<file path="src/shared/cdro_regs.vh">
// Constants for the current detection and remote output block
`ifndef CDRO_REGS_VH
`define CDRO_REGS_VH

// Parameter numbers used as register indexes on the parameter port
`define CDRO_NUM_OC_LEVEL      10'h096
`define CDRO_NUM_OC_DELAY      10'h097
`define CDRO_NUM_ZC_LEVEL      10'h098
`define CDRO_NUM_ZC_TIME       10'h099
`define CDRO_NUM_TERM_FUNC0    10'h0be
`define CDRO_NUM_TERM_FUNC1    10'h0bf
`define CDRO_NUM_TERM_FUNC2    10'h0c0
`define CDRO_NUM_WRITE_PROT    10'h04d
`define CDRO_NUM_RETAIN_SEL    10'h1ef
`define CDRO_NUM_WORD_ONE      10'h1f0
`define CDRO_NUM_WORD_TWO      10'h1f1

// Reset values
`define CDRO_RST_OC_LEVEL      8'h96
`define CDRO_RST_OC_DELAY      8'h00
`define CDRO_RST_ZC_LEVEL      8'h05
`define CDRO_RST_ZC_TIME       8'h32
`define CDRO_RST_TERM_FUNC0    8'h00
`define CDRO_RST_TERM_FUNC1    8'h04
`define CDRO_RST_TERM_FUNC2    8'h63
`define CDRO_RST_WRITE_PROT    8'h00
`define CDRO_RST_RETAIN_SEL    4'h0

// Setting limits
`define CDRO_MAX_OC_LEVEL      8'h78
`define CDRO_MAX_OC_DELAY      8'h64
`define CDRO_MAX_ZC_LEVEL      8'hc8
`define CDRO_MAX_ZC_TIME       8'h64
`define CDRO_MAX_WRITE_PROT    8'h02

// Retention selection codes
`define CDRO_SEL_CLR_CLR       4'h0
`define CDRO_SEL_KEEP_CLR      4'h1
`define CDRO_SEL_CLR_KEEP      4'ha
`define CDRO_SEL_KEEP_KEEP     4'hb

// Terminal function codes
`define CDRO_FN_OC_POS         8'h0c
`define CDRO_FN_OC_NEG         8'h70
`define CDRO_FN_ZC_POS         8'h0d
`define CDRO_FN_ZC_NEG         8'h71
`define CDRO_FN_RMT_POS        8'h60
`define CDRO_FN_RMT_NEG        8'hc4

// Remote word bit layout and read masks
`define CDRO_W1_RELAY_LSB      4
`define CDRO_W1_USED_MASK      12'h077
`define CDRO_W2_USED_MASK      12'h07f

// Timing
`define CDRO_CLK_NS            4
`define CDRO_TICK_NS           1000000
`define CDRO_HOLD_MS           16'h0064
`define CDRO_OC_DELAY_MS_STEP  16'h0064
`define CDRO_ZC_TIME_MS_STEP   16'h000a

`endif

</file>
<file path="src/cdro_persist.v">
// Persistence timer and minimum-on hold for one current comparison
module cdro_persist
(
  input  wire        clk_in,
  input  wire        arst_n_in,
  input  wire        tick_in,
  input  wire        qual_in,
  input  wire [15:0] limit_ms_in,
  input  wire [15:0] hold_ms_in,
  output reg         flag_out
);

  reg [15:0] cnt_q;
  reg [15:0] hold_q;
  wire       det;

  // Condition has held for longer than the limit
  assign det = qual_in && (cnt_q > limit_ms_in);

  // Count ticks while qualified, restart on any break
  always @(posedge clk_in or negedge arst_n_in)
  begin
    if (!arst_n_in)
      cnt_q <= 16'h0000;
    else if (!qual_in)
      cnt_q <= 16'h0000;
    else if (tick_in && !det)
      cnt_q <= cnt_q + 16'h0001;
  end

  // Hold the flag for the minimum on time after detection ends
  always @(posedge clk_in or negedge arst_n_in)
  begin
    if (!arst_n_in)
    begin
      hold_q   <= 16'h0000;
      flag_out <= 1'b0;
    end
    else
    begin
      if (det)
        hold_q <= hold_ms_in;
      else if (tick_in && hold_q != 16'h0000)
        hold_q <= hold_q - 16'h0001;
      flag_out <= det || (hold_q != 16'h0000);
    end
  end

endmodule

</file>
<file path="src/cdro_top.v">
// Current detection flags and remote-driven output terminals
// Operation
// - Overcurrent flag after level exceeded beyond delay
// - Overcurrent flag held on about 100 ms
// - Overcurrent level in percent, 0 to 120
// - Zero-current flag after low current beyond time
// - Zero-current flag held on 100 ms
// - Zero level of zero disables detection
// - Overcurrent flag on codes 12 and 112
// - Zero-current flag on codes 13 and 113
// - Detection stays active during online auto tuning
// - Zero-current defaults: 5 percent, 0.5 s
// - Remote function on codes 96 and 196
// - Remote bit drives terminal, sink inverts
// - Two remote words, 0 to 4095
// - Word one bit 0 drives running terminal
// - Non-remote terminals ignore remote bits
// - Selection 0 or 10: power loss clears words
// - Selection 1 or 11: save at power-off
// - Inverter reset: clear, restore, or keep words
// - Remote words writable regardless of write protection
// - Unused remote bits always read zero
// - Option terminal bits need option fitted
`include "cdro_regs.vh"

module cdro_top
#(
  parameter TICK_CYCLES = `CDRO_TICK_NS / `CDRO_CLK_NS
)
(
  input  wire        sys_clk_in,
  input  wire        arst_n_in,
  input  wire [7:0]  current_pct_in,
  input  wire        running_in,
  input  wire        autotune_in,
  input  wire        inv_reset_in,
  input  wire        power_fail_in,
  input  wire        ext_fitted_in,
  input  wire        relay_fitted_in,
  input  wire [2:0]  assigned_func_in,
  input  wire        par_wr_in,
  input  wire        par_rd_in,
  input  wire [9:0]  par_num_in,
  input  wire [15:0] par_wdata_in,
  output reg  [15:0] par_rdata_out,
  output reg         par_ack_out,
  output reg         par_err_out,
  input  wire        nvm_load_in,
  input  wire [3:0]  nvm_sel_in,
  input  wire [11:0] nvm_word_one_in,
  input  wire [11:0] nvm_word_two_in,
  output reg         nvm_save_out,
  output reg  [3:0]  nvm_sel_out,
  output reg  [11:0] nvm_word_one_out,
  output reg  [11:0] nvm_word_two_out,
  output reg         overcurrent_detect_flag_out,
  output reg         zero_current_flag_out,
  output reg  [2:0]  term_out,
  output reg  [6:0]  ext_term_out,
  output reg  [2:0]  relay_term_out
);

  localparam [17:0] TICK_LAST = TICK_CYCLES[17:0] - 18'h0_0001;
  localparam        NSYNC     = 6;

  // Synchronised pin inputs
  wire [NSYNC-1:0] pin_raw;
  reg  [NSYNC-1:0] sync1_q;
  reg  [NSYNC-1:0] sync2_q;
  reg              inv_reset_d1_q;
  reg              power_fail_d1_q;
  wire             running_s;
  wire             autotune_s;
  wire             inv_reset_s;
  wire             power_fail_s;
  wire             ext_fitted_s;
  wire             relay_fitted_s;
  wire             inv_reset_rise;
  wire             power_fail_rise;
  wire             run_act;

  // Settings
  reg  [7:0]  oc_level_q;
  reg  [7:0]  oc_delay_q;
  reg  [7:0]  zc_level_q;
  reg  [7:0]  zc_time_q;
  reg  [7:0]  term_func_q [0:2];
  reg  [7:0]  write_prot_q;
  reg  [3:0]  retain_sel_q;
  reg  [11:0] word_one_q;
  reg  [11:0] word_two_q;

  // Tick and detection
  reg  [17:0] tick_cnt_q;
  reg         tick_q;
  wire [15:0] oc_limit_ms;
  wire [15:0] zc_limit_ms;
  wire        oc_cond;
  wire        zc_cond;
  wire        oc_flag;
  wire        zc_flag;

  // Parameter port decode
  reg         in_range;
  reg         known;
  reg         is_remote;
  reg  [15:0] rd_val;
  wire        prot_ok;
  wire        wr_ok;

  assign pin_raw = {relay_fitted_in, ext_fitted_in, power_fail_in,
                    inv_reset_in, autotune_in, running_in};

  // Two-stage synchronisers for the six pins in pin_raw
  always @(posedge sys_clk_in or negedge arst_n_in)
  begin
    if (!arst_n_in)
    begin
      sync1_q <= {NSYNC{1'b0}};
      sync2_q <= {NSYNC{1'b0}};
    end
    else
    begin
      sync1_q <= pin_raw;
      sync2_q <= sync1_q;
    end
  end

  assign running_s      = sync2_q[0];
  assign autotune_s     = sync2_q[1];
  assign inv_reset_s    = sync2_q[2];
  assign power_fail_s   = sync2_q[3];
  assign ext_fitted_s   = sync2_q[4];
  assign relay_fitted_s = sync2_q[5];

  // Edge detection of reset and power-fail events
  always @(posedge sys_clk_in or negedge arst_n_in)
  begin
    if (!arst_n_in)
    begin
      inv_reset_d1_q  <= 1'b0;
      power_fail_d1_q <= 1'b0;
    end
    else
    begin
      inv_reset_d1_q  <= inv_reset_s;
      power_fail_d1_q <= power_fail_s;
    end
  end

  assign inv_reset_rise  = inv_reset_s && !inv_reset_d1_q;
  assign power_fail_rise = power_fail_s && !power_fail_d1_q;

  // Auto tuning counts as operation, so detection stays live
  assign run_act = running_s | autotune_s;

  // One millisecond tick
  always @(posedge sys_clk_in or negedge arst_n_in)
  begin
    if (!arst_n_in)
    begin
      tick_cnt_q <= 18'h0_0000;
      tick_q     <= 1'b0;
    end
    else if (tick_cnt_q == TICK_LAST)
    begin
      tick_cnt_q <= 18'h0_0000;
      tick_q     <= 1'b1;
    end
    else
    begin
      tick_cnt_q <= tick_cnt_q + 18'h0_0001;
      tick_q     <= 1'b0;
    end
  end

  // Comparisons against the percent-of-rated levels
  assign oc_cond = run_act && (current_pct_in > oc_level_q);
  assign zc_cond = run_act && (zc_level_q != 8'h00)
                   && (current_pct_in < zc_level_q);
  assign oc_limit_ms = oc_delay_q * `CDRO_OC_DELAY_MS_STEP;
  assign zc_limit_ms = zc_time_q * `CDRO_ZC_TIME_MS_STEP;

  cdro_persist u_oc_persist
  (
    .clk_in      (sys_clk_in),
    .arst_n_in   (arst_n_in),
    .tick_in     (tick_q),
    .qual_in     (oc_cond),
    .limit_ms_in (oc_limit_ms),
    .hold_ms_in  (`CDRO_HOLD_MS),
    .flag_out    (oc_flag)
  );

  cdro_persist u_zc_persist
  (
    .clk_in      (sys_clk_in),
    .arst_n_in   (arst_n_in),
    .tick_in     (tick_q),
    .qual_in     (zc_cond),
    .limit_ms_in (zc_limit_ms),
    .hold_ms_in  (`CDRO_HOLD_MS),
    .flag_out    (zc_flag)
  );

  // Decode of the parameter number, range check and readback
  always @*
  begin
    known     = 1'b1;
    in_range  = 1'b1;
    is_remote = 1'b0;
    rd_val    = 16'h0000;
    case (par_num_in)
      `CDRO_NUM_OC_LEVEL:
      begin
        rd_val   = {8'h00, oc_level_q};
        in_range = par_wdata_in <= {8'h00, `CDRO_MAX_OC_LEVEL};
      end
      `CDRO_NUM_OC_DELAY:
      begin
        rd_val   = {8'h00, oc_delay_q};
        in_range = par_wdata_in <= {8'h00, `CDRO_MAX_OC_DELAY};
      end
      `CDRO_NUM_ZC_LEVEL:
      begin
        rd_val   = {8'h00, zc_level_q};
        in_range = par_wdata_in <= {8'h00, `CDRO_MAX_ZC_LEVEL};
      end
      `CDRO_NUM_ZC_TIME:
      begin
        rd_val   = {8'h00, zc_time_q};
        in_range = par_wdata_in <= {8'h00, `CDRO_MAX_ZC_TIME};
      end
      `CDRO_NUM_TERM_FUNC0: rd_val = {8'h00, term_func_q[0]};
      `CDRO_NUM_TERM_FUNC1: rd_val = {8'h00, term_func_q[1]};
      `CDRO_NUM_TERM_FUNC2: rd_val = {8'h00, term_func_q[2]};
      `CDRO_NUM_WRITE_PROT:
      begin
        rd_val   = {8'h00, write_prot_q};
        in_range = par_wdata_in <= {8'h00, `CDRO_MAX_WRITE_PROT};
      end
      `CDRO_NUM_RETAIN_SEL:
      begin
        rd_val   = {12'h000, retain_sel_q};
        in_range = (par_wdata_in == {12'h000, `CDRO_SEL_CLR_CLR})
                || (par_wdata_in == {12'h000, `CDRO_SEL_KEEP_CLR})
                || (par_wdata_in == {12'h000, `CDRO_SEL_CLR_KEEP})
                || (par_wdata_in == {12'h000, `CDRO_SEL_KEEP_KEEP});
      end
      `CDRO_NUM_WORD_ONE:
      begin
        is_remote = 1'b1;
        rd_val    = {4'h0, word_one_q & `CDRO_W1_USED_MASK};
        in_range  = par_wdata_in[15:12] == 4'h0;
      end
      `CDRO_NUM_WORD_TWO:
      begin
        is_remote = 1'b1;
        rd_val    = {4'h0, word_two_q & `CDRO_W2_USED_MASK};
        in_range  = par_wdata_in[15:12] == 4'h0;
      end
      default:
      begin
        known    = 1'b0;
        in_range = 1'b0;
      end
    endcase
  end

  // Write protection: 0 stopped only, 1 locked, 2 always; write protection number and remote words exempt
  assign prot_ok = is_remote
                || (par_num_in == `CDRO_NUM_WRITE_PROT)
                || (write_prot_q == 8'h02)
                || (write_prot_q == 8'h00 && !run_act);
  assign wr_ok   = par_wr_in && known && in_range && prot_ok;

  // Parameter port answer one cycle after the request
  always @(posedge sys_clk_in or negedge arst_n_in)
  begin
    if (!arst_n_in)
    begin
      par_ack_out   <= 1'b0;
      par_err_out   <= 1'b0;
      par_rdata_out <= 16'h0000;
    end
    else
    begin
      par_ack_out   <= par_wr_in || par_rd_in;
      par_err_out   <= (par_wr_in && !wr_ok) || (par_rd_in && !known);
      par_rdata_out <= par_rd_in ? rd_val : 16'h0000;
    end
  end

  // Detection, terminal function and write protection settings
  always @(posedge sys_clk_in or negedge arst_n_in)
  begin
    if (!arst_n_in)
    begin
      oc_level_q     <= `CDRO_RST_OC_LEVEL;
      oc_delay_q     <= `CDRO_RST_OC_DELAY;
      zc_level_q     <= `CDRO_RST_ZC_LEVEL;
      zc_time_q      <= `CDRO_RST_ZC_TIME;
      term_func_q[0] <= `CDRO_RST_TERM_FUNC0;
      term_func_q[1] <= `CDRO_RST_TERM_FUNC1;
      term_func_q[2] <= `CDRO_RST_TERM_FUNC2;
      write_prot_q   <= `CDRO_RST_WRITE_PROT;
    end
    else if (wr_ok)
    begin
      case (par_num_in)
        `CDRO_NUM_OC_LEVEL:   oc_level_q     <= par_wdata_in[7:0];
        `CDRO_NUM_OC_DELAY:   oc_delay_q     <= par_wdata_in[7:0];
        `CDRO_NUM_ZC_LEVEL:   zc_level_q     <= par_wdata_in[7:0];
        `CDRO_NUM_ZC_TIME:    zc_time_q      <= par_wdata_in[7:0];
        `CDRO_NUM_TERM_FUNC0: term_func_q[0] <= par_wdata_in[7:0];
        `CDRO_NUM_TERM_FUNC1: term_func_q[1] <= par_wdata_in[7:0];
        `CDRO_NUM_TERM_FUNC2: term_func_q[2] <= par_wdata_in[7:0];
        `CDRO_NUM_WRITE_PROT: write_prot_q   <= par_wdata_in[7:0];
        default:              write_prot_q   <= write_prot_q;
      endcase
    end
  end

  // Remote words: power-on clear, restore, inverter reset and host writes
  always @(posedge sys_clk_in or negedge arst_n_in)
  begin
    if (!arst_n_in)
    begin
      retain_sel_q <= `CDRO_RST_RETAIN_SEL;
      word_one_q   <= 12'h000;
      word_two_q   <= 12'h000;
    end
    else if (nvm_load_in)
    begin
      retain_sel_q <= nvm_sel_in;
      if (nvm_sel_in == `CDRO_SEL_KEEP_CLR || nvm_sel_in == `CDRO_SEL_KEEP_KEEP)
      begin
        word_one_q <= nvm_word_one_in;
        word_two_q <= nvm_word_two_in;
      end
    end
    else if (inv_reset_rise)
    begin
      case (retain_sel_q)
        `CDRO_SEL_CLR_CLR:
        begin
          word_one_q <= 12'h000;
          word_two_q <= 12'h000;
        end
        `CDRO_SEL_KEEP_CLR:
        begin
          word_one_q <= nvm_word_one_out;
          word_two_q <= nvm_word_two_out;
        end
        default:
          word_one_q <= word_one_q;
      endcase
    end
    else if (wr_ok)
    begin
      if (par_num_in == `CDRO_NUM_RETAIN_SEL)
        retain_sel_q <= par_wdata_in[3:0];
      if (par_num_in == `CDRO_NUM_WORD_ONE)
        word_one_q <= par_wdata_in[11:0];
      if (par_num_in == `CDRO_NUM_WORD_TWO)
        word_two_q <= par_wdata_in[11:0];
    end
  end

  // Save to nonvolatile memory on power-off only, never on inverter reset
  always @(posedge sys_clk_in or negedge arst_n_in)
  begin
    if (!arst_n_in)
    begin
      nvm_save_out     <= 1'b0;
      nvm_sel_out      <= `CDRO_RST_RETAIN_SEL;
      nvm_word_one_out <= 12'h000;
      nvm_word_two_out <= 12'h000;
    end
    else if (nvm_load_in)
    begin
      nvm_save_out     <= 1'b0;
      nvm_sel_out      <= nvm_sel_in;
      nvm_word_one_out <= nvm_word_one_in;
      nvm_word_two_out <= nvm_word_two_in;
    end
    else if (power_fail_rise)
    begin
      nvm_save_out <= 1'b1;
      nvm_sel_out  <= retain_sel_q;
      if (retain_sel_q == `CDRO_SEL_KEEP_CLR || retain_sel_q == `CDRO_SEL_KEEP_KEEP)
      begin
        nvm_word_one_out <= word_one_q;
        nvm_word_two_out <= word_two_q;
      end
      else
      begin
        nvm_word_one_out <= 12'h000;
        nvm_word_two_out <= 12'h000;
      end
    end
    else
      nvm_save_out <= 1'b0;
  end

  // Level of one base terminal from its function code
  function term_level;
    input [7:0] code;
    input       oc;
    input       zc;
    input       rmt;
    input       other;
    begin
      case (code)
        `CDRO_FN_OC_POS:  term_level = oc;
        `CDRO_FN_OC_NEG:  term_level = !oc;
        `CDRO_FN_ZC_POS:  term_level = zc;
        `CDRO_FN_ZC_NEG:  term_level = !zc;
        `CDRO_FN_RMT_POS: term_level = rmt;
        `CDRO_FN_RMT_NEG: term_level = !rmt;
        default:          term_level = other;
      endcase
    end
  endfunction

  // Registered terminal and flag outputs
  always @(posedge sys_clk_in or negedge arst_n_in)
  begin
    if (!arst_n_in)
    begin
      overcurrent_detect_flag_out <= 1'b0;
      zero_current_flag_out       <= 1'b0;
      term_out                    <= 3'h0;
      ext_term_out                <= 7'h00;
      relay_term_out              <= 3'h0;
    end
    else
    begin
      overcurrent_detect_flag_out <= oc_flag;
      zero_current_flag_out       <= zc_flag;
      term_out[0] <= term_level(term_func_q[0], oc_flag, zc_flag,
                                word_one_q[0], assigned_func_in[0]);
      term_out[1] <= term_level(term_func_q[1], oc_flag, zc_flag,
                                word_one_q[1], assigned_func_in[1]);
      term_out[2] <= term_level(term_func_q[2], oc_flag, zc_flag,
                                word_one_q[2], assigned_func_in[2]);
      ext_term_out   <= ext_fitted_s ? word_two_q[6:0] : 7'h00;
      relay_term_out <= relay_fitted_s ?
                        word_one_q[`CDRO_W1_RELAY_LSB+2:`CDRO_W1_RELAY_LSB] :
                        3'h0;
    end
  end

endmodule

</file>
<file path="config.mk">
export PLATFORM = sky130hd
export DESIGN_NAME = cdro_top
export DESIGN_NICKNAME = d
export VERILOG_FILES = /design/src/cdro_persist.v /design/src/cdro_top.v
export VERILOG_INCLUDE_DIRS = /design/src /design/src/shared
export SDC_FILE = /design/constraint.sdc
export NUM_CORES = 1
export LEC_CHECK = 0
export BUFFER_PORTS_ARGS = -buffer_cell sky130_fd_sc_hd__buf_2
export CAP_MARGIN = 40
export CORE_ASPECT_RATIO = 1.25
export CORE_MARGIN = 2
export CORE_UTILIZATION = 55
export CTS_CLUSTER_DIAMETER = 200
export DETAILED_ROUTE_END_ITERATION = 12
export PLACE_DENSITY = 0.75
export SLEW_MARGIN = 10
export SYNTH_ARGS = -nofsm -noshare
export SYNTH_HDL_FRONTEND = slang
export SYNTH_SLANG_ARGS = --single-unit
</file>
<file path="constraint.sdc">
create_clock -name sys_clk_in -period 12.06 [get_ports sys_clk_in]
set_clock_uncertainty 0.05 [all_clocks]
set_input_delay 1.206 -clock sys_clk_in [delete_from_list [all_inputs] [get_ports sys_clk_in]]
set_output_delay 1.206 -clock sys_clk_in [all_outputs]
set_load 0.01 [all_outputs]
</file>
---- Yosys cells after proc, flatten, opt, wreduce, memory -nomap -nowiden ----
Index checks and enable logic that the tools add are counted.
operators by class
  bitwise operators ....................... 1
  multiply operators ...................... 2
  muxes and demuxes ....................... 46
  reduce and logical (&&, ||, !) cells .... 71
  add/sub/neg operators ................... 5
  equality and inequality tests ........... 43
  magnitude comparators ................... 8
operators by type and width
  kind                     count
  $mux W12                 16
  $mux W16                 9
  $pmux W8 S11             1
  $eq A8 B7 Y1 const B     9
  $eq A10 B8 Y1 const B    7
  $eq A8 B4 Y1 const B     6
  $pmux W12 S2             2
  $add A16 B1 Y16 const B  2
  $eq A16 B4 Y1 const B    2
  $le A16 B7 Y1 const B    2
  $reduce_bool A16 Y1      2
  $sub A16 B1 Y16 const B  2
  $eq A10 B9 Y1 const B    3
  $eq A8 B8 Y1 const B     3
  $mux W4                  6
  $add A18 B1 Y18 const B  1
  $eq A18 B18 Y1 const B   1
  $mux W18                 1
  $pmux W1 S6              3
  $logic_and A1 B1 Y1      17
  $eq A16 B1 Y1 const B    1
  $gt A16 B12 Y1           1
  $gt A16 B15 Y1           1
  $le A16 B2 Y1 const B    1
  other kinds (31)         77
storage, ports and cells
  flip-flop bits (word level) ............. 253
  logic and storage cells ................. 211
  output and inout port bits .............. 62
  input port bits ......................... 76

---- Longest topological paths before layout ----
Gate-level depths: netlist (run 1).
  depth after elaboration ................. 10
  mapped depth ............................ 22
  mapped depth without buffers ............ 20

---- Hierarchy ----
A second synthesis (run 1) with hierarchy kept.
unflattened totals
  cell total of the unflattened synthesis .. 1,452
  area, all modules ....................... 14,229.9 µm²
modules (own cells, without submodules)
  module                       cells each  times used  area an instance (µm²)
  cdro_top                     929         1           9,796.9
  cdro_persist (u_oc_persist)  266         1           2,237.1
  cdro_persist (u_zc_persist)  257         1           2,195.9

---- Worst setup path before layout (run 1) ----
No wires, ideal clock.
  path type ............................... flip-flop to flip-flop
  start ................................... reg oc_delay_q[2]
  end ..................................... reg u_oc_persist.cnt_q[1]
  setup time .............................. 0.132 ns
  required time ........................... 11.878 ns
  cell stages (with the launch flop) ...... 21
  data arrival time ....................... 4.287 ns
  buffers on the path ..................... 2
  setup slack ............................. 7.591 ns
  cells stage by stage .................... dfrtp_1 -> ha_1 -> ha_1 -> fa_1 -> ha_1 -> a21oi_1 -> nor2_1 -> nor2_1 -> o21bai_1 -> a21oi_1 -> o21ai_0 -> xnor2_1 -> ha_1 -> nand4b_1 -> nor2_1 -> o31ai_1 -> a32oi_1 -> clkbuf_1 -> buf_1 -> mux2i_1 -> nor2_1
on the way
  word-level cells in the longest chain between the ends .. 6
ends and longest elaborated chain
  what                             line               RTL
  from (decl)                      cdro_top.v:84      reg [7:0] oc_delay_q;
  from (signal assigned)           cdro_top.v:300     oc_delay_q <= `CDRO_RST_OC_DELAY;
  from (signal assigned)           cdro_top.v:312     `CDRO_NUM_OC_DELAY: oc_delay_q <= par_wdata_in[7:0];
  $mul A8 B5 Y13 (no source line)  n/a
  $gt A16 B15 Y1                   cdro_persist.v:18  assign det = qual_in && (cnt_q > limit_ms_in);
  $logic_and A1 B1 Y1              cdro_persist.v:18
  $logic_not A1 Y1                 cdro_persist.v:27  else if (tick_in && !det)
  $logic_and A1 B1 Y1              cdro_persist.v:27
  $ne A2 B2 Y1 (no source line)    n/a
  to (signal assigned)             cdro_persist.v:28  cnt_q <= cnt_q + 16'h0001;
  to (decl)                        cdro_persist.v:13  reg [15:0] cnt_q;
No other way between the ends.
A chain may end at the register's enable or synchronous reset.

---- Worst setup path after layout (run 1) ----
  start ................................... reg oc_delay_q[3]
  end ..................................... reg u_oc_persist.cnt_q[8]
Same word-level chain as after synthesis.

==> metrics.txt, run 1 <==
fmax=0.204 GHz; Primary FF master, synth=dfrtp_1; busiest layer in global routing=met2; # Max-Cap Violations=0; Comb pwr share=0.080; Mapped Area=0.0137 mm²; sequential share of the synthesized area=0.450; Final min period=4.91 ns; CTS Hold Bufs=0; Unique masters post-synth=80; HPWL Detailed=23.9 mm; required time of the critical path=12.46 ns; Slew @ Worst Pin=0.864 ns; Post CTS Setup Buffer Count=0; setup TNS=0 ns; Async SR Flop Fraction=1.00; Root Buffer=clkbuf_16; Worst Path Max Fanout=29; Post-synth EDFFs=0; Core Area=0.0244 mm²; Cell Rows=64; met2 Track Usage GR=0.446; die width=145 µm; CP endpoint kind=register; initial antenna violation count=1; Worst path slowest cell=or4_1; Gate Count Post-Synth=1,343; Clock Tree Buf Depth=3; # port buffers=~130; Antenna Nets Post-Route=0; Yosys Warn Count=0; grt met1 use=0.331; global-route wire length before repair=about 55 mm; die height=~180 µm; htree depth=1; Switching Fraction=0.244; post-synth top area cell=dfrtp_1; CTS sink cnt=245; RSZ-0062 raised after global routing=no; Top Ports=138; CTS resizes=0; Slew Limit Fails=0; vias=10.8k; #FFs+latches synth=~250; met3 Use GR=0.0377; initial core utilization=0.560; PnR Total Power=~1.9 mW; layout cells sized above 1=0.198; TritonCTS Buffers=26; total iterations of the first detailed-routing run=6; Worst-Skew Late Latency=0.53 ns; Placer Congestion=about 0.84; relative slew slack=0.423; total gr overflow=0; DR WL/cell=18.7 µm; syn_area_per_cell=10.2 µm²; largest net degree at the start of global routing=around 110; Syn-to-layout area delta=13.8%; Pleak=7.03 nW; filler instances=~2.0k; Largest delay share family, worst path=adder cells; fin nets=between 1.5k and 2k; diode count=0; PD cells=approximately 120 mW/mm²; final WL=roughly 34 mm; internal power=1.43 mW; iteration-0 DRC count of the detailed router=751; number of global-route vias before repair=between 10k and 15k; area fraction of the dominant cell type after synthesis=0.423; Clk pwr share=0.453; cell repeated most along the worst path=ha_1; crit-path max cell delay=between 0.5 and 0.6 ns; GRT Overall Usage=0.257; Setup CP Type=register to register; worst vdd rail ir drop=0.112 mV; Hold WC Path Type=register to register; Final setup violation count=0; CTS clk-pin slew, worst paths=0.07 ns; worst path arrival time=5.30 ns; Buf+Inv Stages, Crit Path=1; Vias per Instance=5.95; switching pwr=462 µW; CTS tree=yes; CP Cell Sequence=ha_1 > ha_1 > fa_1 > ha_1 > a21oi_1 > nor2_1 > nor2_1 > o21bai_1 > a21oi_1 > o21ai_0 > xnor2_1 > ha_1 > nand4b_1 > nor4_1 > a32oi_1 > buf_4 > or4_1 > a21oi_1; status=complete, no violations; Tcrit/Tclk final=0.407; Fin. Hold Viols=0; Startpoint Class=register; Sequential Power Share=0.466; synth top area cells=dfrtp_1, ha_1, mux2_2, nand2_1, xnor2_1; Die ar.=0.0262 mm²; DRC=0
-- power by group through the flow --
stage / Sequential [mW] / Clock, mW / Combinational, mW
floorplan: 0.894 / 0 / 0.0780
global placement: 0.897 / 0 / 0.147
detailed placement: 0.897 / 0 / 0.152
CTS: 0.883 / 0.871 / 0.153
global route: 0.887 / 0.906 / 0.168
finish: 0.884 / 0.859 / 0.152
-- registers in the layout, summed over array words and instances (netlist names), 7 cells and up --
signal	cells
nvm_word_two_out	12
u_zc_persist.hold_q	16
u_oc_persist.hold_q	16
word_two_q	12
zc_level_q	8
oc_level_q	8
word_one_q	12
tick_cnt_q	18
write_prot_q	8
par_rdata_out	8
nvm_word_one_out	12
u_oc_persist.cnt_q	16
zc_time_q	8
oc_delay_q	8
ext_term_out	7
term_func_q	24
u_zc_persist.cnt_q	16
-- worst reg2reg max path: stages (launching register included) --
cell      delay, ns
dfrtp_1        0.46
ha_1           0.31
ha_1           0.31
fa_1           0.47
ha_1           0.35
a21oi_1        0.16
nor2_1         0.05
nor2_1         0.15
o21bai_1       0.08
a21oi_1        0.22
o21ai_0        0.14
xnor2_1        0.14
ha_1           0.29
nand4b_1       0.19
nor4_1         0.44
a32oi_1        0.09
buf_4          0.24
or4_1          0.53
a21oi_1        0.15
-- through the flow --
step / utilization / instances / instance area, µm² / worst slack [ns] / hold slack (ns)
after global routing: 0.637 / 1812 / 15600 / 6.90 / 0.307
after CTS: 0.637 / 1811 / 15600 / 7.19 / 0.300
after detailed placement: 0.599 / 1763 / 14600 / 7.20 / 0.286
after global placement: 0.596 / 1757 / 14600 / 7.41 / 0.282
after floorplan: - / 1350 / 13700 / 7.59 / 0.281
final: 0.637 / 1812 / 15600 / 7.15 / 0.295
-- cells by family after synthesis --
kind of cell             after synthesis  synth area share
AO/OA/AOI/OAI                        277             0.135
buffers and inverters                127            0.0394
AND/OR/NAND/NOR                      438             0.166
XOR/XNOR                              69            0.0442
multiplexers                          96            0.0802
adder cells (fa/ha/maj)               90            0.0845
other                                  1          0.000274
flip-flops                           245             0.450
-- cells in the mapped netlist (6+ instances only) --
master and number:
buf_4 10, mux2i_1 17, o211ai_1 31, dfrtp_1 231, or4_1 10, xnor2_1 43
nand3b_1 8, mux2_1 10, nand2_1 137, a22oi_1 31, mux2_2 59, nor4_1 24
nor2b_1 8, nor3b_1 7, and2_1 20, a21oi_1 65, inv_1 65, clkbuf_1 40
o31ai_1 7, o21ai_0 51, nor3_1 17, a2111oi_0 6, a222oi_1 8, nand3_1 22
and3_1 12, buf_1 7, or3_1 12, a21o_1 15, a31oi_1 9, nand4_1 14
nand2b_1 11, a211oi_1 7, o21a_1 6, mux2_4 10, nor2_1 99, xor2_1 26
dfstp_2 14, ha_1 86
-- per-layer routing --
metal,vias up,part of all wire
met3,75,0.061
met5,-,0.00038
li1,5055,-
met2,355,0.50
met4,2,0.033
met1,5287,0.41
-- placed cells by master, fill, tap and decap left out, types with 15 or more instances in the layout --
master     count
o211ai_1      31
o21ai_0       51
a22oi_1       31
inv_1         65
and2_1        20
clkbuf_16     27
a21oi_1       65
nand3_1       22
buf_2        129
nor3_1        17
mux2_2        59
mux2i_1       17
nor4_1        24
ha_1          86
nand2_1      137
nor2_1        99
dfrtp_1      231
xnor2_1       43
xor2_1        26
a21o_1        15
-- final cells by class --
| cell class | instances | area (µm²) | share of cell area |
|---|---|---|---|
| clock buffers | 36 | 779 | 0.0501 |
| clock inverters | 12 | 148 | 0.00949 |
| inverters | 65 | 244 | 0.0157 |
| multi-input cells | 978 | 7020 | 0.451 |
| flip-flops and latches | 245 | 6150 | 0.395 |
| well taps | 330 | 413 | 0.0265 |
| repair buffers | 146 | 806 | 0.0518 |
-- worst paths after layout --
check | start | slack [ns] | depth (start not counted) | end
setup / recovery | oc_delay_q[3]$_DFFE_PN0P_ | 7.15 | 18 | u_oc_persist.cnt_q[8]$_DFFE_PN0P_
hold / removal | sync1_q[5]$_DFF_PN0_ | 0.30 | 0 | sync2_q[5]$_DFF_PN0_
setup reg to reg | oc_delay_q[3]$_DFFE_PN0P_ | 7.15 | 18 | u_oc_persist.cnt_q[8]$_DFFE_PN0P_
hold reg to reg | sync1_q[5]$_DFF_PN0_ | 0.30 | 0 | sync2_q[5]$_DFF_PN0_
max in group asynchronous | arst_n_in | 9.30 | 4 | term_func_q[8]$_DFFE_PN0P_
min in group asynchronous | arst_n_in | 0.66 | 1 | u_oc_persist.hold_q[12]$_DFFE_PN0P_
No activity file was read; power rests on OpenSTA's default activity.
==> run 2: changes to the inputs <==
==> constraint.sdc (replaced) <==
create_clock -name sys_clk_in -period 4.6 [get_ports sys_clk_in]
set_clock_uncertainty 0.05 [all_clocks]
set_input_delay 0.46 -clock sys_clk_in [delete_from_list [all_inputs] [get_ports sys_clk_in]]
set_output_delay 0.46 -clock sys_clk_in [all_outputs]
set_load 0.01 [all_outputs]
==> metrics.txt, run 2 (same netlist as run 1, synthesis figures left out) <==
total iterations of the first detailed-routing run=5 (-1); vias=10.9k (+1.3%); Final min period=4.47 ns (-0.436 ns); max reg flops=24 (unchanged); # Max-Cap Violations=0 (unchanged); reg2reg setup slack=0.13 ns (-7.02 ns); initial core utilization=0.560 (unchanged); global-route wire length before repair=55.4 mm (+0.43%); R2R cell count=21 (+3); most frequent cells in the layout=dfrtp_1, nand2_1, buf_2; Tcrit/Tclk final=0.972 (+0.565); Critical R2R Capture=u_oc_persist.cnt_q[8]$_DFFE_PN0P_; layout cells sized above 1=0.224 (+0.0258); Core Area=0.0244 mm² (unchanged); status=finished, violations left; Root Buffer=clkbuf_16; Antenna Nets Post-Route=0 (unchanged); HPWL Detailed=24.5 mm (+2.4%); CTS clk-pin slew, worst paths=0.06 ns (about the same); # port buffers=129 (unchanged); relative slew slack=0.334 (-0.0899); Vias per Instance=5.94 (-0.12%); die height=180 µm (unchanged); largest net degree at the start of global routing=132 (+19%); register bank with the most flops=term_func_q; CTS tree=yes; total gr overflow=0 (unchanged); fin nets=1,655 (+1.7%); iteration-0 DRC count of the detailed router=804 (+7.1%); required time of the critical path=5.01 ns (-7.45 ns); Cell Rows=64 (unchanged); TritonCTS Buffers=27 (+3.8%); Top Ports=138 (unchanged); Pleak=7.12 nW (+1.3%); Setup CP Type=register to register; top flop regs=term_func_q: 24 flops, tick_cnt_q: 18 flops; worst path arrival time=4.88 ns (-0.42 ns); GRT Overall Usage=0.258 (+0.00107); CTS sink cnt=245 (unchanged); Placer Congestion=0.875 (+3.7%); Clock Tree Buf Depth=3 (unchanged); PD cells=307 mW/mm² (+150%); failing checks=negative hold slack; Syn-to-layout area delta=16.4%; Slew @ Worst Pin=1.00 ns (+0.136 ns); htree depth=1 (unchanged); Layout Utilization=0.652 (+0.0148); worst hold slack=-0.0367 ns (-0.332 ns); DR WL/cell=18.9 µm (+0.95%); Hold WC Path Type=input pin to asynchronous set/reset pin; initial antenna violation count=0 (-1); Worst Path Max Fanout=5 (-83%); Final setup violation count=0 (unchanged); number of global-route vias before repair=11.0k (+2.9%); diode count=0 (unchanged); final WL=34.7 mm (+2.4%); Startpoint Class=register; DP Area=0.0147 mm² (+0.72%); commonest non-fill, non-tap cell in the layout=dfrtp_1; DRC=0 (unchanged); filler instances=1,903 (-4.4%); Fin. Hold Viols=9 (+9); worst vdd rail ir drop=0.383 mV (+240%); die width=145 µm (unchanged); fmax=0.224 GHz (+9.8%); Die ar.=0.0262 mm² (unchanged); Worst-Skew Late Latency=0.53 ns (about the same); CP endpoint kind=register; launching point of the worst reg2reg path=oc_delay_q[2]$_DFFE_PN0P_; fin area=0.0159 mm² (+2.3%); Slew Limit Fails=0 (unchanged)
run 2: changes by cell type in the layout (fill, tap and decap cells not counted), sizes merged:
cell / delta
dlygate4sd3: +6
buf: +21
bufinv: -1
clkbuf: +2
clkinvlp: -2
run 2: area by class of cell:
class | count | area (µm²) | area share
Inverter | 65 | 246 | 0.0155
Timing Repair Buffer | 172 | 1020 | 0.0643
Multi-Input combinational cell | 978 | 7190 | 0.452
Clock buffer | 39 | 791 | 0.0497
Clock inverter | 9 | 106 | 0.00668
Sequential cell | 245 | 6150 | 0.386
Tap cell | 330 | 413 | 0.0259
run 2: through the flow:
stage	setup TNS [ns]	worst slack, ns	std cells	total power [mW]
after detailed placement	-0.0417	-0.0193	1777	2.75
after floorplan	0	0.131	1350	2.55
after global routing	-0.374	-0.0502	1838	5.06
after CTS	0	0.00201	1831	4.93
after global placement	0	0.127	1773	2.74
final	0	0.130	1838	4.89
run 2: where the power goes:
part | switching, mW | internal [mW] | total, mW
Clock | 0.872 | 1.30 | 2.17
Combinational | 0.237 | 0.165 | 0.402
Sequential | 0.0770 | 2.24 | 2.32
run 2: per-layer routing:
metal	global-route usage	share of wire	vias to the layer above	wire length [µm]
met5	0	0	-	0
met4	0.0848	0.032	0	1120
met3	0.0387	0.058	89	2010
met2	0.471	0.52	359	17900
met1	0.312	0.39	5353	13700
li1	-	-	5114	-
run 2: worst max-delay path by stage:
stage,startpoint,endpoint,slack (ns),cells past startpoint
after global routing,oc_delay_q[2]$_DFFE_PN0P_,u_oc_persist.cnt_q[1]$_DFFE_PN0P_,-0.05,22
after CTS,oc_delay_q[2]$_DFFE_PN0P_,u_oc_persist.cnt_q[8]$_DFFE_PN0P_,0.002,20
after global placement,oc_delay_q[2]$_DFFE_PN0P_,u_oc_persist.cnt_q[10]$_DFFE_PN0P_,0.13,18
after detailed placement,oc_delay_q[2]$_DFFE_PN0P_,u_oc_persist.cnt_q[8]$_DFFE_PN0P_,-0.02,18
final,oc_delay_q[2]$_DFFE_PN0P_,u_oc_persist.cnt_q[8]$_DFFE_PN0P_,0.13,21
after floorplan,oc_delay_q[2]$_DFFE_PN0P_,u_oc_persist.cnt_q[1]$_DFFE_PN0P_,0.13,20
run 2: worst max-delay path: stages (launching register included):
cell and delay, ns:
dfrtp_2 0.45, ha_4 0.29, ha_4 0.19, fa_1 0.48
ha_4 0.28, a21oi_2 0.13, nor2_2 0.04, nor2_1 0.13
o21bai_1 0.10, a21oi_2 0.19, o21ai_2 0.09, xnor2_2 0.14
ha_1 0.33, nand4b_1 0.14, buf_4 0.16, nor2_4 0.04
o31ai_2 0.07, a32oi_1 0.18, buf_6 0.17, buf_4 0.13
or4_1 0.50, a21oi_1 0.13
run 2: repair_timing:
item / 4_1_cts / 5_1_grt
hold buffers: 6 / 0
buffers inserted: 0 / 6
endpoints found under the hold margin: 6 / 0
gates resized for setup: 1 / 35
pin swaps: 3 / 22
cloned: 0 / 1
endpoints found under the setup margin: 7 / 34
==> run 3: changes to the inputs <==
--- a/config.mk
+++ b/config.mk
@@ -12,8 +12,10 @@
 export CORE_MARGIN = 2
 export CORE_UTILIZATION = 55
 export CTS_CLUSTER_DIAMETER = 200
+export CTS_CLUSTER_SIZE = 40
 export DETAILED_ROUTE_END_ITERATION = 12
 export PLACE_DENSITY = 0.75
+export RECOVER_POWER = 50
 export SLEW_MARGIN = 10
 export SYNTH_ARGS = -nofsm -noshare
 export SYNTH_HDL_FRONTEND = slang
==> metrics.txt, run 3 (same netlist as run 1, synthesis figures left out) <==
iteration-0 DRC count of the detailed router=774 (-3.7%); layout cells sized above 1=0.204 (-0.0197); launching point of the worst reg2reg path=oc_delay_q[1]$_DFFE_PN0P_; initial core utilization=0.560 (unchanged); Pleak=6.81 nW (-4.3%); vias=10.7k (-2.0%); CTS tree=yes; HPWL Detailed=24.5 mm (unchanged); Die ar.=0.0262 mm² (unchanged); Layout Cells excl Fill=1,802 (-2.0%); Vias per Instance=5.93 (about the same); worst hold stages=1; Worst Path Max Fanout=5 (unchanged); Cell Rows=64 (unchanged); max reg flops=24 (unchanged); Setup CP Type=register to register; GRT Overall Usage=0.253 (-0.00506); Final setup violation count=0 (unchanged); Slew @ Worst Pin=3.22 ns (+2.22 ns); fmax=0.225 GHz (+0.65%); Startpoint Class=register; crit-path max cell delay=0.55 ns (+0.05 ns); initial antenna violation count=1 (+1); register bank with the most flops=term_func_q; PD cells=252 mW/mm² (-18%); Final min period=4.44 ns (-0.0287 ns); Inst Count DP=1,777 (unchanged); Worst path slowest cell=fa_1; Root Buffer=clkbuf_16; Top Ports=138 (unchanged); Placer Congestion=0.875 (unchanged); largest net degree at the start of global routing=132 (unchanged); TritonCTS Buffers=10 (-63%); required time of the critical path=5.00 ns (about the same); DRC=0 (unchanged); worst path arrival time=4.84 ns (-0.04 ns); cell repeated most along the worst path=buf_4; die width=145 µm (unchanged); # port buffers=129 (unchanged); Tcrit/Tclk final=0.966 (-0.00623); total iterations of the first detailed-routing run=7 (+2); hold path start=relay_fitted_in; htree depth=1 (unchanged); Hold WC Path Type=input pin to register; top flop regs=term_func_q: 24 flops, tick_cnt_q: 18 flops; launch point of the worst path=oc_delay_q[1]$_DFFE_PN0P_; relative slew slack=-1.14 (-1.48); CP endpoint kind=register; fin nets=1,634 (-1.3%); Antenna Nets Post-Route=0 (unchanged); most frequent cells in the layout=dfrtp_1, nand2_1, buf_2; Clock Tree Buf Depth=3 (unchanged); Syn-to-layout area delta=11.6%; DR WL/cell=18.7 µm (-0.77%); PnR Total Power=3.85 mW (-21%); diode count=0 (unchanged); final WL=33.7 mm (-2.7%); CTS sink cnt=245 (unchanged); total gr overflow=0 (unchanged); Worst-Skew Late Latency=0.51 ns (-0.02 ns); commonest non-fill, non-tap cell in the layout=dfrtp_1; R2R cell count=20 (-4.8%); worst vdd rail ir drop=0.379 mV (-1.0%); # Max-Cap Violations=2 (+2); Fin. Hold Viols=0 (-9); CP Cell Sequence=ha_1 > ha_2 > fa_1 > ha_4 > a21oi_2 > nor2_2 > nor2_1 > o21bai_1 > a21oi_2 > buf_4 > xor2_1 > ha_1 > nand4b_1 > buf_4 > nor2_1 > o31ai_2 > a32oi_2 > buf_4 > or4_1 > a21oi_1; Core Area=0.0244 mm² (unchanged); Slew Limit Fails=165 (+165); status=finished, violations left; die height=180 µm (unchanged); failing checks=max-capacitance violations, max-slew violations; global-route wire length before repair=54.5 mm (-1.6%); CTS clk-pin slew, worst paths=0.14 ns (+0.08 ns); number of global-route vias before repair=10.8k (-1.8%)
## run 3: final cells by class
class / instances / area (µm²)
well taps: 330 / 413
multi-input cells: 978 / 7190
inverters: 65 / 244
clock buffers: 15 / 290
fillers: 2000 / 9160
flip-flops and latches: 245 / 6150
clock inverters: 1 / 30.0
repair buffers: 168 / 951
## run 3: critical path, delay by kind of cell, from the launching register on
| family | cells | cell delay [ns] |
|---|---|---|
| flip-flops | 1 | 0.45 |
| AND/OR/NAND/NOR | 5 | 0.86 |
| XOR/XNOR | 1 | 0.15 |
| AO/OA/AOI/OAI | 6 | 0.86 |
| adder cells (fa/ha/maj) | 5 | 1.56 |
| buffers and inverters | 3 | 0.46 |
## run 3: stage by stage
step / TNS, ns / setup slack, ns / hold slack, ns / cell area (µm²) / util
after floorplan: 0 / 0.131 / 0.114 / 13700 / -
after global placement: 0 / 0.127 / 0.283 / 14700 / 0.601
after detailed placement: -0.0417 / -0.0193 / 0.285 / 14700 / 0.603
after CTS: 0 / 0.0184 / 0.00408 / 15100 / 0.619
after global routing: -0.664 / -0.0619 / 0.0582 / 15300 / 0.625
final: 0 / 0.158 / 0.0685 / 15300 / 0.625
## run 3: where the power goes
part | internal [mW] | switching, mW
Sequential | 2.24 | 0.0766
Clock | 0.459 | 0.682
Combinational | 0.161 | 0.236
## run 3: metal layers
| layer | vias up | routed length, µm | GRT usage |
|---|---|---|---|
| li1 | 5048 | - | - |
| met1 | 5231 | 13500 | 0.312 |
| met2 | 333 | 17500 | 0.463 |
| met3 | 79 | 1660 | 0.0332 |
| met4 | 2 | 1060 | 0.0745 |
| met5 | - | 8 | 0 |
## run 3: what timing repair did
action / 4_1_cts / 5_1_grt
resized for setup: 5 / 28
hold endpoints to repair: 3 / 1
pin swaps: 5 / 20
setup buffers: 1 / 2
hold buffers: 3 / 1
cloned: 2 / 0
endpoints found under the setup margin: 8 / 40
## run 3: path summary, 6_finish.rpt
check	end	slack, ns
max in group asynchronous	oc_delay_q[3]$_DFFE_PN0P_	0.94
min in group asynchronous	u_oc_persist.hold_q[12]$_DFFE_PN0P_	0.86
worst min-delay path	sync1_q[5]$_DFF_PN0_	0.07
worst min register to register	sync2_q[2]$_DFF_PN0_	0.25
worst max register to register	u_oc_persist.cnt_q[10]$_DFFE_PN0P_	0.16
worst max-delay path	u_oc_persist.cnt_q[10]$_DFFE_PN0P_	0.16
